===== config.mk =====
export PLATFORM = sky130hd
export DESIGN_NAME = twmsf_core
export DESIGN_NICKNAME = d
export VERILOG_FILES = /design/src/rtl/twmsf_pkg.sv /design/src/rtl/twmsf_line_sync.sv /design/src/rtl/twmsf_core.sv
export VERILOG_INCLUDE_DIRS = /design/src /design/src/rtl
export SDC_FILE = /design/constraint.sdc
export NUM_CORES = 1
export LEC_CHECK = 0
export ABC_CLOCK_PERIOD_IN_PS = 3900
export BUFFER_PORTS_ARGS = -buffer_cell sky130_fd_sc_hd__buf_2
export CORE_MARGIN = 2
export CORE_UTILIZATION = 65
export DETAILED_ROUTE_END_ITERATION = 12
export PLACE_DENSITY = 0.9
export SLEW_MARGIN = 20
export SYNTH_ARGS = -nofsm -noshare
export SYNTH_HDL_FRONTEND = slang
export SYNTH_SLANG_ARGS = --single-unit

===== constraint.sdc =====
create_clock -name core_clk_i -period 3.9 [get_ports core_clk_i]
set_input_delay 0.78 -clock core_clk_i [delete_from_list [all_inputs] [get_ports core_clk_i]]
set_output_delay 0.78 -clock core_clk_i [all_outputs]
set_load 0.005 [all_outputs]

===== src/rtl/twmsf_consts.svh =====
// twmsf_consts: offsets, bit positions, status codes and timing of the two-wire unit
// assumes: included by bare name from rtl files, no code of its own
`ifndef TWMSF_CONSTS_SVH
`define TWMSF_CONSTS_SVH
// register offsets
`define TW_A_CTRL   3'h0
`define TW_A_DATA   3'h1
`define TW_A_STAT   3'h2
`define TW_A_OWN    3'h3
`define TW_A_IRQS   3'h4
`define TW_A_IRQM   3'h5
// control_reg bit positions
`define TW_CB_FLAG  7
`define TW_CB_ACK   6
`define TW_CB_STA   5
`define TW_CB_STO   4
`define TW_CB_WCOL  3
`define TW_CB_EN    2
// interrupt status bit positions
`define TW_IB_FLAG  0
`define TW_IB_WCOL  1
`define TW_IB_ARB   2
// state codes, low three bits always zero
`define TW_C_START     8'h08
`define TW_C_RSTART    8'h10
`define TW_C_WA_ACK    8'h18
`define TW_C_WA_NACK   8'h20
`define TW_C_WD_ACK    8'h28
`define TW_C_WD_NACK   8'h30
`define TW_C_ARB       8'h38
`define TW_C_RA_ACK    8'h40
`define TW_C_RA_NACK   8'h48
`define TW_C_RD_ACK    8'h50
`define TW_C_RD_NACK   8'h58
`define TW_C_SLV_WADDR 8'h60
`define TW_C_SLV_RXACK 8'h80
`define TW_C_SLV_RXNAK 8'h88
`define TW_C_SLV_END   8'hA0
`define TW_C_SLV_RADDR 8'hA8
`define TW_C_SLV_TXACK 8'hB8
`define TW_C_SLV_TXNAK 8'hC0
`define TW_C_NONE      8'hF8
// bit slots: 0..7 data, 8 acknowledge
`define TW_LAST_DATA 4'h7
`define TW_ACK_SLOT  4'h8
// half period of the generated clock
`define TW_CLK_NS    10
`define TW_HALF_NS   5000
`define TW_HALF_CYC  (`TW_HALF_NS / `TW_CLK_NS)
`endif


===== src/rtl/twmsf_pkg.sv =====
// twmsf_pkg: state and role types of the two-wire unit
// assumes: nothing beyond a SystemVerilog compiler
`default_nettype none
package twmsf_pkg;
	typedef enum logic [2:0] {
		S_IDLE    = 3'b000,
		S_START_A = 3'b001,
		S_START_B = 3'b010,
		S_HOLD    = 3'b011,
		S_BITS    = 3'b100,
		S_STOP_A  = 3'b101,
		S_STOP_B  = 3'b110
	} twmsf_state_t;
	typedef enum logic [1:0] {
		master_send_role    = 2'b00,
		master_receive_role = 2'b01,
		slave_send_role     = 2'b10,
		slave_receive_role  = 2'b11
	} twmsf_role_t;
endpackage
`default_nettype wire


===== src/rtl/twmsf_line_sync.sv =====
// twmsf_line_sync: two-flop synchronisers and edge pulses for the bus lines
// assumes: lines idle high, core clock much faster than the bus clock
`timescale 1ns/1ns
`default_nettype none
module twmsf_line_sync (
	// clock and reset
	input  wire logic core_clk_i,
	input  wire logic sys_rst_i,
	// raw pad levels
	input  wire logic scl_i,
	input  wire logic sda_i,
	// synchronised levels and one-cycle edges
	output logic      scl_s_o,
	output logic      sda_s_o,
	output logic      scl_rise_o,
	output logic      scl_fall_o,
	output logic      sda_rise_o,
	output logic      sda_fall_o
);
	logic [1:0] meta_ff;
	logic [1:0] sync_ff;
	logic [1:0] last_ff;

	// meta_ff is read by sync_ff only
	always_ff @(posedge core_clk_i) begin
		if (sys_rst_i) begin
			meta_ff <= 2'h3;
			sync_ff <= 2'h3;
			last_ff <= 2'h3;
		end else begin
			meta_ff <= {scl_i, sda_i};
			sync_ff <= meta_ff;
			last_ff <= sync_ff;
		end
	end

	assign scl_s_o    = sync_ff[1];
	assign sda_s_o    = sync_ff[0];
	assign scl_rise_o = sync_ff[1] && !last_ff[1];
	assign scl_fall_o = !sync_ff[1] && last_ff[1];
	assign sda_rise_o = sync_ff[0] && !last_ff[0];
	assign sda_fall_o = !sync_ff[0] && last_ff[0];
endmodule // twmsf_line_sync
`default_nettype wire


===== src/rtl/twmsf_core.sv =====
// twmsf_core: byte-oriented two-wire serial unit with flag-driven handshake
// assumes: one 100 MHz clock, synchronous reset, open-drain pads resolved outside
//
// Chosen here: the register offsets and strobed register access.
`timescale 1ns/1ns
`default_nettype none
`include "twmsf_consts.svh"

module twmsf_core (
	// clock and reset
	input  wire logic       core_clk_i,
	input  wire logic       sys_rst_i,
	// register port
	input  wire logic [2:0] reg_addr_i,
	input  wire logic [7:0] reg_wdata_i,
	input  wire logic       reg_wr_i,
	input  wire logic       reg_rd_i,
	output logic      [7:0] reg_rdata_o,
	output logic            irq_o,
	// bus pads, enable low while driving low
	input  wire logic       scl_i,
	output logic            scl_o,
	output logic            scl_oen_o,
	input  wire logic       sda_i,
	output logic            sda_o,
	output logic            sda_oen_o
);
	import twmsf_pkg::*;

	twmsf_state_t st_ff;
	twmsf_role_t  role_ff;
	logic         flag_ff, ack_en_ff, sta_ff, sto_ff, wcol_ff, en_ff;
	logic [7:0]   byte_buf_ff, code_ff, rdata_ff;
	logic [1:0]   presc_ff;
	logic [6:0]   own_addr_ff;
	logic [2:0]   irq_st_ff, irq_mask_ff;
	logic         irq_ff, low_ff, set_req_ff, busy_ff;
	logic [3:0]   bit_cnt_ff;
	logic         addr_ph_ff, master_ff, rep_ff, done_ff, ack_seen_ff;
	logic         scl_oen_ff, sda_oen_ff;
	logic [8:0]   div_ff;
	logic         scl_s, sda_s, scl_rise, scl_fall, sda_rise, sda_fall;
	logic         wr_ctrl, wr_data, sw_clr, go, tick, start_det, stop_det, rw_bit;
	logic         sending, lost, stop_fin, sto_done, byte_end, slv_gone;

	function automatic logic reg_hit(input logic [2:0] a, input logic [2:0] r);
		reg_hit = (a == r);
	endfunction

	// code reported when an acknowledge slot closes
	function automatic logic [7:0] done_code(input logic addr, input logic mst,
			input twmsf_role_t r, input logic rw, input logic nak, input logic ack_en);
		if (addr && mst)
			done_code = rw ? (nak ? `TW_C_RA_NACK : `TW_C_RA_ACK)
				: (nak ? `TW_C_WA_NACK : `TW_C_WA_ACK);
		else if (addr)
			done_code = rw ? `TW_C_SLV_RADDR : `TW_C_SLV_WADDR;
		else if (r == master_send_role)
			done_code = nak ? `TW_C_WD_NACK : `TW_C_WD_ACK;
		else if (r == master_receive_role)
			done_code = ack_en ? `TW_C_RD_ACK : `TW_C_RD_NACK;
		else if (r == slave_send_role)
			done_code = nak ? `TW_C_SLV_TXNAK : `TW_C_SLV_TXACK;
		else
			done_code = ack_en ? `TW_C_SLV_RXACK : `TW_C_SLV_RXNAK;
	endfunction

	twmsf_line_sync u_sync (
		.core_clk_i (core_clk_i),
		.sys_rst_i  (sys_rst_i),
		.scl_i      (scl_i),
		.sda_i      (sda_i),
		.scl_s_o    (scl_s),
		.sda_s_o    (sda_s),
		.scl_rise_o (scl_rise),
		.scl_fall_o (scl_fall),
		.sda_rise_o (sda_rise),
		.sda_fall_o (sda_fall)
	);

	assign wr_ctrl   = reg_wr_i && reg_hit(reg_addr_i, `TW_A_CTRL);
	assign wr_data   = reg_wr_i && reg_hit(reg_addr_i, `TW_A_DATA);
	assign sw_clr    = wr_ctrl && reg_wdata_i[`TW_CB_FLAG];
	assign go        = flag_ff && sw_clr && reg_wdata_i[`TW_CB_EN];
	assign tick      = (div_ff == 9'h000);
	assign start_det = sda_fall && scl_s;
	assign stop_det  = sda_rise && scl_s;
	assign rw_bit    = byte_buf_ff[0];
	assign sending   = addr_ph_ff ? master_ff
		: (role_ff == master_send_role || role_ff == slave_send_role);
	// a released data line read back low means another master won
	assign lost      = st_ff == S_BITS && master_ff && sending && scl_rise && sda_oen_ff
		&& !sda_s && bit_cnt_ff != `TW_ACK_SLOT;
	assign stop_fin  = st_ff == S_STOP_B && tick && scl_s;
	assign sto_done  = stop_fin || (st_ff == S_IDLE && sto_ff);
	assign byte_end  = st_ff == S_BITS && scl_fall && bit_cnt_ff == `TW_ACK_SLOT;
	assign slv_gone  = !master_ff && !addr_ph_ff && !done_ff && (stop_det || start_det)
		&& (st_ff == S_BITS || st_ff == S_HOLD);

	// bus engine
	always_ff @(posedge core_clk_i) begin
		if (sys_rst_i) begin
			st_ff       <= S_IDLE;
			role_ff     <= master_send_role;
			byte_buf_ff <= 8'h00;
			code_ff     <= `TW_C_NONE;
			bit_cnt_ff  <= 4'h0;
			addr_ph_ff  <= 1'b0;
			master_ff   <= 1'b0;
			rep_ff      <= 1'b0;
			done_ff     <= 1'b0;
			ack_seen_ff <= 1'b1;
			set_req_ff  <= 1'b0;
			scl_oen_ff  <= 1'b1;
			sda_oen_ff  <= 1'b1;
		end else begin
			set_req_ff <= 1'b0;
			if (wr_data && flag_ff) begin
				byte_buf_ff <= reg_wdata_i;
			end
			if (!en_ff) begin
				st_ff      <= S_IDLE;
				master_ff  <= 1'b0;
				scl_oen_ff <= 1'b1;
				sda_oen_ff <= 1'b1;
			end else if (slv_gone) begin
				code_ff    <= `TW_C_SLV_END;
				set_req_ff <= 1'b1;
				done_ff    <= 1'b1;
				scl_oen_ff <= 1'b1;
				sda_oen_ff <= 1'b1;
				st_ff      <= S_HOLD;
			end else begin
				case (st_ff)
				S_IDLE: begin
					scl_oen_ff <= 1'b1;
					sda_oen_ff <= 1'b1;
					master_ff  <= 1'b0;
					// roles are whatever software asks for; a master start also waits for !busy_ff
					if (sta_ff && !busy_ff) begin
						st_ff  <= S_START_A;
						rep_ff <= 1'b0;
					end else if (ack_en_ff && start_det) begin
						st_ff      <= S_BITS;
						bit_cnt_ff <= 4'h0;
						addr_ph_ff <= 1'b1;
						done_ff    <= 1'b0;
					end
				end
				S_START_A: begin
					sda_oen_ff <= 1'b1;
					if (tick) begin
						scl_oen_ff <= 1'b1;
						if (scl_oen_ff && scl_s && sda_s && (rep_ff || !busy_ff)) begin
							sda_oen_ff <= 1'b0;
							st_ff      <= S_START_B;
						end
					end
				end
				S_START_B: begin
					if (tick) begin
						scl_oen_ff <= 1'b0;
						master_ff  <= 1'b1;
						addr_ph_ff <= 1'b1;
						done_ff    <= 1'b0;
						code_ff    <= rep_ff ? `TW_C_RSTART : `TW_C_START;
						set_req_ff <= 1'b1;
						st_ff      <= S_HOLD;
					end
				end
				S_HOLD: begin
					// clock stays stretched low until software clears the flag, unless done_ff is set
					if (!done_ff) begin
						scl_oen_ff <= 1'b0;
					end
					if (go) begin
						code_ff <= `TW_C_NONE;
						if (done_ff) begin
							st_ff      <= S_IDLE;
							scl_oen_ff <= 1'b1;
							sda_oen_ff <= 1'b1;
						end else if (master_ff && reg_wdata_i[`TW_CB_STO]) begin
							st_ff      <= S_STOP_A;
							sda_oen_ff <= 1'b0;
						end else if (master_ff && reg_wdata_i[`TW_CB_STA]) begin
							st_ff      <= S_START_A;
							rep_ff     <= 1'b1;
							sda_oen_ff <= 1'b1;
						end else begin
							st_ff      <= S_BITS;
							bit_cnt_ff <= 4'h0;
							sda_oen_ff <= sending ? byte_buf_ff[7] : 1'b1;
							if (!master_ff) begin
								scl_oen_ff <= 1'b1;
							end
						end
					end
				end
				S_BITS: begin
					if (master_ff && tick) begin
						if (!scl_oen_ff) begin
							scl_oen_ff <= 1'b1;
						end else if (scl_s) begin
							scl_oen_ff <= 1'b0;
						end
					end
					if (lost) begin
						code_ff    <= `TW_C_ARB;
						set_req_ff <= 1'b1;
						master_ff  <= 1'b0;
						done_ff    <= 1'b1;
						scl_oen_ff <= 1'b1;
						sda_oen_ff <= 1'b1;
						st_ff      <= S_HOLD;
					end else if (scl_rise) begin
						if (bit_cnt_ff == `TW_ACK_SLOT) begin
							ack_seen_ff <= sda_s;
						end else begin
							byte_buf_ff <= {byte_buf_ff[6:0], sda_s};
						end
					end else if (byte_end) begin
						bit_cnt_ff <= 4'h0;
						st_ff      <= S_HOLD;
						scl_oen_ff <= 1'b0;
						sda_oen_ff <= 1'b1;
						set_req_ff <= 1'b1;
						addr_ph_ff <= 1'b0;
						code_ff    <= done_code(addr_ph_ff, master_ff, role_ff, rw_bit,
							ack_seen_ff, ack_en_ff);
						if (addr_ph_ff && master_ff) begin
							role_ff <= rw_bit ? master_receive_role : master_send_role;
						end else if (addr_ph_ff) begin
							role_ff <= rw_bit ? slave_send_role : slave_receive_role;
						end
						done_ff <= !master_ff && !addr_ph_ff
							&& (role_ff == slave_send_role ? ack_seen_ff : !ack_en_ff);
					end else if (scl_fall) begin
						bit_cnt_ff <= bit_cnt_ff + 4'h1;
						if (bit_cnt_ff == `TW_LAST_DATA) begin
							if (sending) begin
								sda_oen_ff <= 1'b1;
							end else if (addr_ph_ff && !master_ff
								&& (byte_buf_ff[7:1] != own_addr_ff || !ack_en_ff)) begin
								st_ff      <= S_IDLE;
								sda_oen_ff <= 1'b1;
							end else begin
								sda_oen_ff <= !ack_en_ff;
							end
						end else begin
							sda_oen_ff <= sending ? byte_buf_ff[7] : 1'b1;
						end
					end
				end
				S_STOP_A: begin
					if (tick) begin
						scl_oen_ff <= 1'b1;
						st_ff      <= S_STOP_B;
					end
				end
				S_STOP_B: begin
					if (stop_fin) begin
						sda_oen_ff <= 1'b1;
						master_ff  <= 1'b0;
						st_ff      <= S_IDLE;
					end
				end
				default: st_ff <= S_IDLE;
				endcase
			end
		end
	end

	// control_reg: flag set by hardware wins over a software clear
	always_ff @(posedge core_clk_i) begin
		if (sys_rst_i) begin
			flag_ff   <= 1'b0;
			ack_en_ff <= 1'b0;
			sta_ff    <= 1'b0;
			sto_ff    <= 1'b0;
			wcol_ff   <= 1'b0;
			en_ff     <= 1'b0;
		end else begin
			if (set_req_ff) begin
				flag_ff <= 1'b1;
			end else if (sw_clr) begin
				flag_ff <= 1'b0;
			end
			if (wr_ctrl) begin
				ack_en_ff <= reg_wdata_i[`TW_CB_ACK];
				sta_ff    <= reg_wdata_i[`TW_CB_STA];
				en_ff     <= reg_wdata_i[`TW_CB_EN];
				sto_ff    <= reg_wdata_i[`TW_CB_STO];
			end else if (sto_done) begin
				sto_ff <= 1'b0;
			end
			if (wr_data) begin
				wcol_ff <= !flag_ff;
			end
		end
	end

	// plain software registers
	always_ff @(posedge core_clk_i) begin
		if (sys_rst_i) begin
			presc_ff    <= 2'h0;
			own_addr_ff <= 7'h00;
			irq_mask_ff <= 3'h0;
		end else if (reg_wr_i) begin
			if (reg_hit(reg_addr_i, `TW_A_STAT)) begin
				presc_ff <= reg_wdata_i[1:0];
			end else if (reg_hit(reg_addr_i, `TW_A_OWN)) begin
				own_addr_ff <= reg_wdata_i[7:1];
			end else if (reg_hit(reg_addr_i, `TW_A_IRQM)) begin
				irq_mask_ff <= reg_wdata_i[2:0];
			end
		end
	end

	// sticky events, a read clears them but an event in that cycle survives
	always_ff @(posedge core_clk_i) begin
		if (sys_rst_i) begin
			irq_st_ff <= 3'h0;
			irq_ff    <= 1'b0;
		end else begin
			irq_st_ff <= ((reg_rd_i && reg_hit(reg_addr_i, `TW_A_IRQS)) ? 3'h0 : irq_st_ff)
				| {set_req_ff && code_ff == `TW_C_ARB, wr_data && !flag_ff, set_req_ff};
			irq_ff    <= |(irq_st_ff & irq_mask_ff);
		end
	end

	// read data stand only in the cycle after the strobe
	always_ff @(posedge core_clk_i) begin
		if (sys_rst_i || !reg_rd_i) begin
			rdata_ff <= 8'h00;
		end else if (reg_hit(reg_addr_i, `TW_A_CTRL)) begin
			rdata_ff <= {flag_ff, ack_en_ff, sta_ff, sto_ff, wcol_ff, en_ff, 2'h0};
		end else if (reg_hit(reg_addr_i, `TW_A_DATA)) begin
			rdata_ff <= byte_buf_ff;
		end else if (reg_hit(reg_addr_i, `TW_A_STAT)) begin
			rdata_ff <= {code_ff[7:3], 1'b0, presc_ff};
		end else if (reg_hit(reg_addr_i, `TW_A_OWN)) begin
			rdata_ff <= {own_addr_ff, 1'b0};
		end else if (reg_hit(reg_addr_i, `TW_A_IRQS)) begin
			rdata_ff <= {5'h00, irq_st_ff};
		end else if (reg_hit(reg_addr_i, `TW_A_IRQM)) begin
			rdata_ff <= {5'h00, irq_mask_ff};
		end else begin
			rdata_ff <= 8'h00;
		end
	end

	// bus busy tracking and bit-rate divider, restarted on every resume
	always_ff @(posedge core_clk_i) begin
		if (sys_rst_i || stop_det) begin
			busy_ff <= 1'b0;
		end else if (start_det) begin
			busy_ff <= 1'b1;
		end
	end

	always_ff @(posedge core_clk_i) begin
		if (sys_rst_i || st_ff == S_IDLE || go || tick) begin
			div_ff <= 9'(`TW_HALF_CYC - 1);
		end else begin
			div_ff <= div_ff - 9'h001;
		end
	end

	always_ff @(posedge core_clk_i) begin
		low_ff <= 1'b0;
	end

	assign reg_rdata_o = rdata_ff;
	assign irq_o       = irq_ff;
	assign scl_o       = low_ff;
	assign sda_o       = low_ff;
	assign scl_oen_o   = scl_oen_ff;
	assign sda_oen_o   = sda_oen_ff;
endmodule // twmsf_core
`default_nettype wire


==> reports/metrics.yaml <==
logic_synthesis:
  synthesis.area_mm2: 0.00431
  ys_ff_latch: 76
  synth_ff_type: "dfxtp_1"
  synth_top_area_cell: "dfxtp_1"
  netlist_instances: 523
  synth_common_cells: "dfxtp_1 (76), nor2_1 (61), nand2_1 (42)"
  synth_top_family_by_area: "simple AND/OR/NAND/NOR gates"
  yosysWarnings: 0
  synth-simple-area-share_pct: 24.9
  yosys.area_share.xor_xnor_pct: 2.84
  synthAdderAreaFrac_pct: 1.74
  yosysMostFrequentCell: "dfxtp_1"
  synth.distinct_cells: 73
  synth_edf_count: 0
  synthArstFlopShare_pct: 0
  avgSynthCellArea_um2: 8.24
  synth_sequential_area_ratio_pct: 35.3
  synthMuxAreaShare_pct: 9.32
  synth_area_leaders: "dfxtp_1 (35%), mux2i_1 (9.1%), nor2_1 (5.3%), a21oi_1 (3.7%), nand2_1 (3.7%)"
  synth_compound_area_share_pct: 18.9
  synth_top_area_share_pct: 35.3
worst_setup_path:
  crit_path_max_fanout: 21
  worstPathRequired_ns: 4.21
  crit_cells: 6
  cp_slowest_cell: "dfxtp_1"
  reg2reg_depth: 6
  arrival_ns: 3.10
  regToRegSetupSlack_ns: 1.10
  crit_end: "bit_cnt_ff[3]"
  r2r-end: "bit_cnt_ff[3]"
  cpLargestDelayFamily: "simple AND/OR/NAND/NOR gates"
  cp-start-kind: "flip-flop"
  critPathKind: "reg -> reg"
  reg2reg_from: "st_ff[2]"
  startpoint: "st_ff[2]"
  crit_chain: "and3b_1, o211ai_1, nand3_1, or2_1, or4_1, a21oi_1"
  end_kind: "flip-flop"
  slowest_delay_ns: 0.78
  path_buf_inv: 0
global_routing:
  grt_overflow_total: 0
  grt_max_degree: 41
  grt_antenna_before_repair: 0
  grt_first_pass_wirelength_um: 18600
  gr-usage-all-layers_pct: 32.5
  grt_pass1_vias: 3647
clock_network:
  cts_hold_buf: 0
  clockBufferDepth: 2
  htree_levels: 3
  cts_resized: 0
  cts_root_buf: "clkbuf_8"
  clk_latency_ns: 0.37
  post_cts_buffers: 0
  cts_tree: "done"
  numCtsBuffers: 9
  cts.sinks: 76
  clk_pin_slew_worst_paths_ns: 0.10
placement:
  dp_hpwl_um: 8150
  port_buffers: 27
  gp_congestion: 1.01
  dp.cells: 600
  place_area_mm2: 0.00437
  pre_cts_ws_ns: 0.856
drt:
  drc: 0
  drt_iter0_drc: 542
  first_pass_iters: 7
  ant_nets: 0
  drt_wl_total_um: 11600
  wl_per_cell_um: 18.8
  vias: 4100
  viasPerCell: 6.66
floorplanning:
  core_mm2: 0.00639
  ios: 30
  die_x_um: 85.4
  initial_core_util_pct: 67.5
  die_y_um: 85.4
  die_area_mm2: 0.00730
  placementRows: 29
status:
  outcome: "finished, final reports clean"
timing:
  setup_viol_count_final: 0
  slew_headroom_pct: 54.6
  rsz0062_at_grt: "false"
  postLayoutSetupSlackWorst_ns: 1.10
  fin_setup_tns_ns: 0
  timing.fmax_mhz: 358
  hold_viol_final: 0
  finalMaxSlewViolations: 0
  fin_hold_ws_ns: 0.414
  fin_crit_ns: 2.80
  worstMarginPinSlew_ns: 0.674
  fin_crit_sh_pct: 71.7
  fin_skew_ns: 0.0126
layout:
  diodes: 0
  areaGrowthSynthToFinish_pct: 6.07
  fin_nets: 557
  final_area_mm2: 0.00457
  postLayoutCoreUtil_pct: 71.6
  drive_gt1_share_pct: 12.8
  layoutNonFillerInstCount: 616
job:
  maxCapViolCount: 0
power:
  power_density_mw_per_mm2: 328
  leakage_nw: 1.83
  ir_drop_mv: 0.351
  finalPower_mw: 1.50
hold_path:
  hold_class: "reg -> reg"
  hold_start: "div_ff[0]"
==> sequential cells by signal, summed over array words and instances (netlist names), 2 cells and up <==
name and count:
st_ff 3, byte_buf_ff 8, reg_rdata_o 8, irq_st_ff 3, div_ff 9, u_sync.meta_ff 2, bit_cnt_ff 4, code_ff 5
role_ff 2, u_sync.last_ff 2, own_addr_ff 7, u_sync.sync_ff 2, presc_ff 2, irq_mask_ff 3
==> cell usage in the layout (no fill, tap or decap), types with 7 or more instances in the layout <==
cell type / netlist / final
mux2i_1: 39 / 39
nand3_1: 17 / 17
buf_2: 3 / 27
inv_1: 18 / 18
nor3_1: 13 / 13
xnor2_1: 11 / 11
nand4_1: 7 / 7
nor2_1: 61 / 61
a211oi_1: 15 / 15
a21oi_1: 32 / 32
dfxtp_1: 76 / 76
o21ai_0: 29 / 29
nor2b_1: 7 / 7
nand2b_1: 10 / 10
clkbuf_8: 6 / 9
nand2_1: 42 / 42
buf_4: 4 / 7
==> routing by layer <==
| metal | vias up | global-route usage [%] | part of all wire [%] |
|---|---|---|---|
| met2 | 261 | 50.1 | 46 |
| met1 | 1902 | 44.0 | 42 |
| li1 | 1902 | - | - |
| met5 | - | 0 | 0 |
| met3 | 35 | 8.17 | 9.6 |
| met4 | 0 | 11.8 | 2.7 |
==> where the power goes <==
part	internal [mW]	total (mW)	leakage [nW]	switching, mW
Sequential	0.785	0.794	0.615	0.00954
Clock	0.257	0.623	0.103	0.366
Combinational	0.0301	0.0827	1.11	0.0525
Total	1.07	1.50	1.83	0.428
==> worst min path at each step <==
stage	endpoint	slack, ns	depth (start not counted)
floorplan	div_ff[0]	0.37	1
global placement	div_ff[0]	0.39	1
detailed placement	div_ff[0]	0.40	1
CTS	div_ff[0]	0.42	1
global route	div_ff[0]	0.43	1
finish	div_ff[0]	0.41	1
==> layout make-up <==
class,instances,area (um^2)
clock buffer,9,124
clock inverter,7,76.3
fill,493,1810
inverter,19,71.3
multi-input combinational,394,2490
sequential,76,1520
tap,77,96.3
timing repair buffer,34,188
==> cell families (layout without fill, tap and decap cells) <==
| logic type | Yosys count | count (layout) |
|---|---|---|
| simple gates | 208 | 208 |
| compound gates | 124 | 124 |
| flops | 76 | 76 |
| buf+inv | 54 | 69 |
| mux | 40 | 40 |
| xor+xnor | 14 | 14 |
| fa+ha+maj | 6 | 6 |
| other cells | 1 | 2 |
Power figures use the tool's default switching activity.
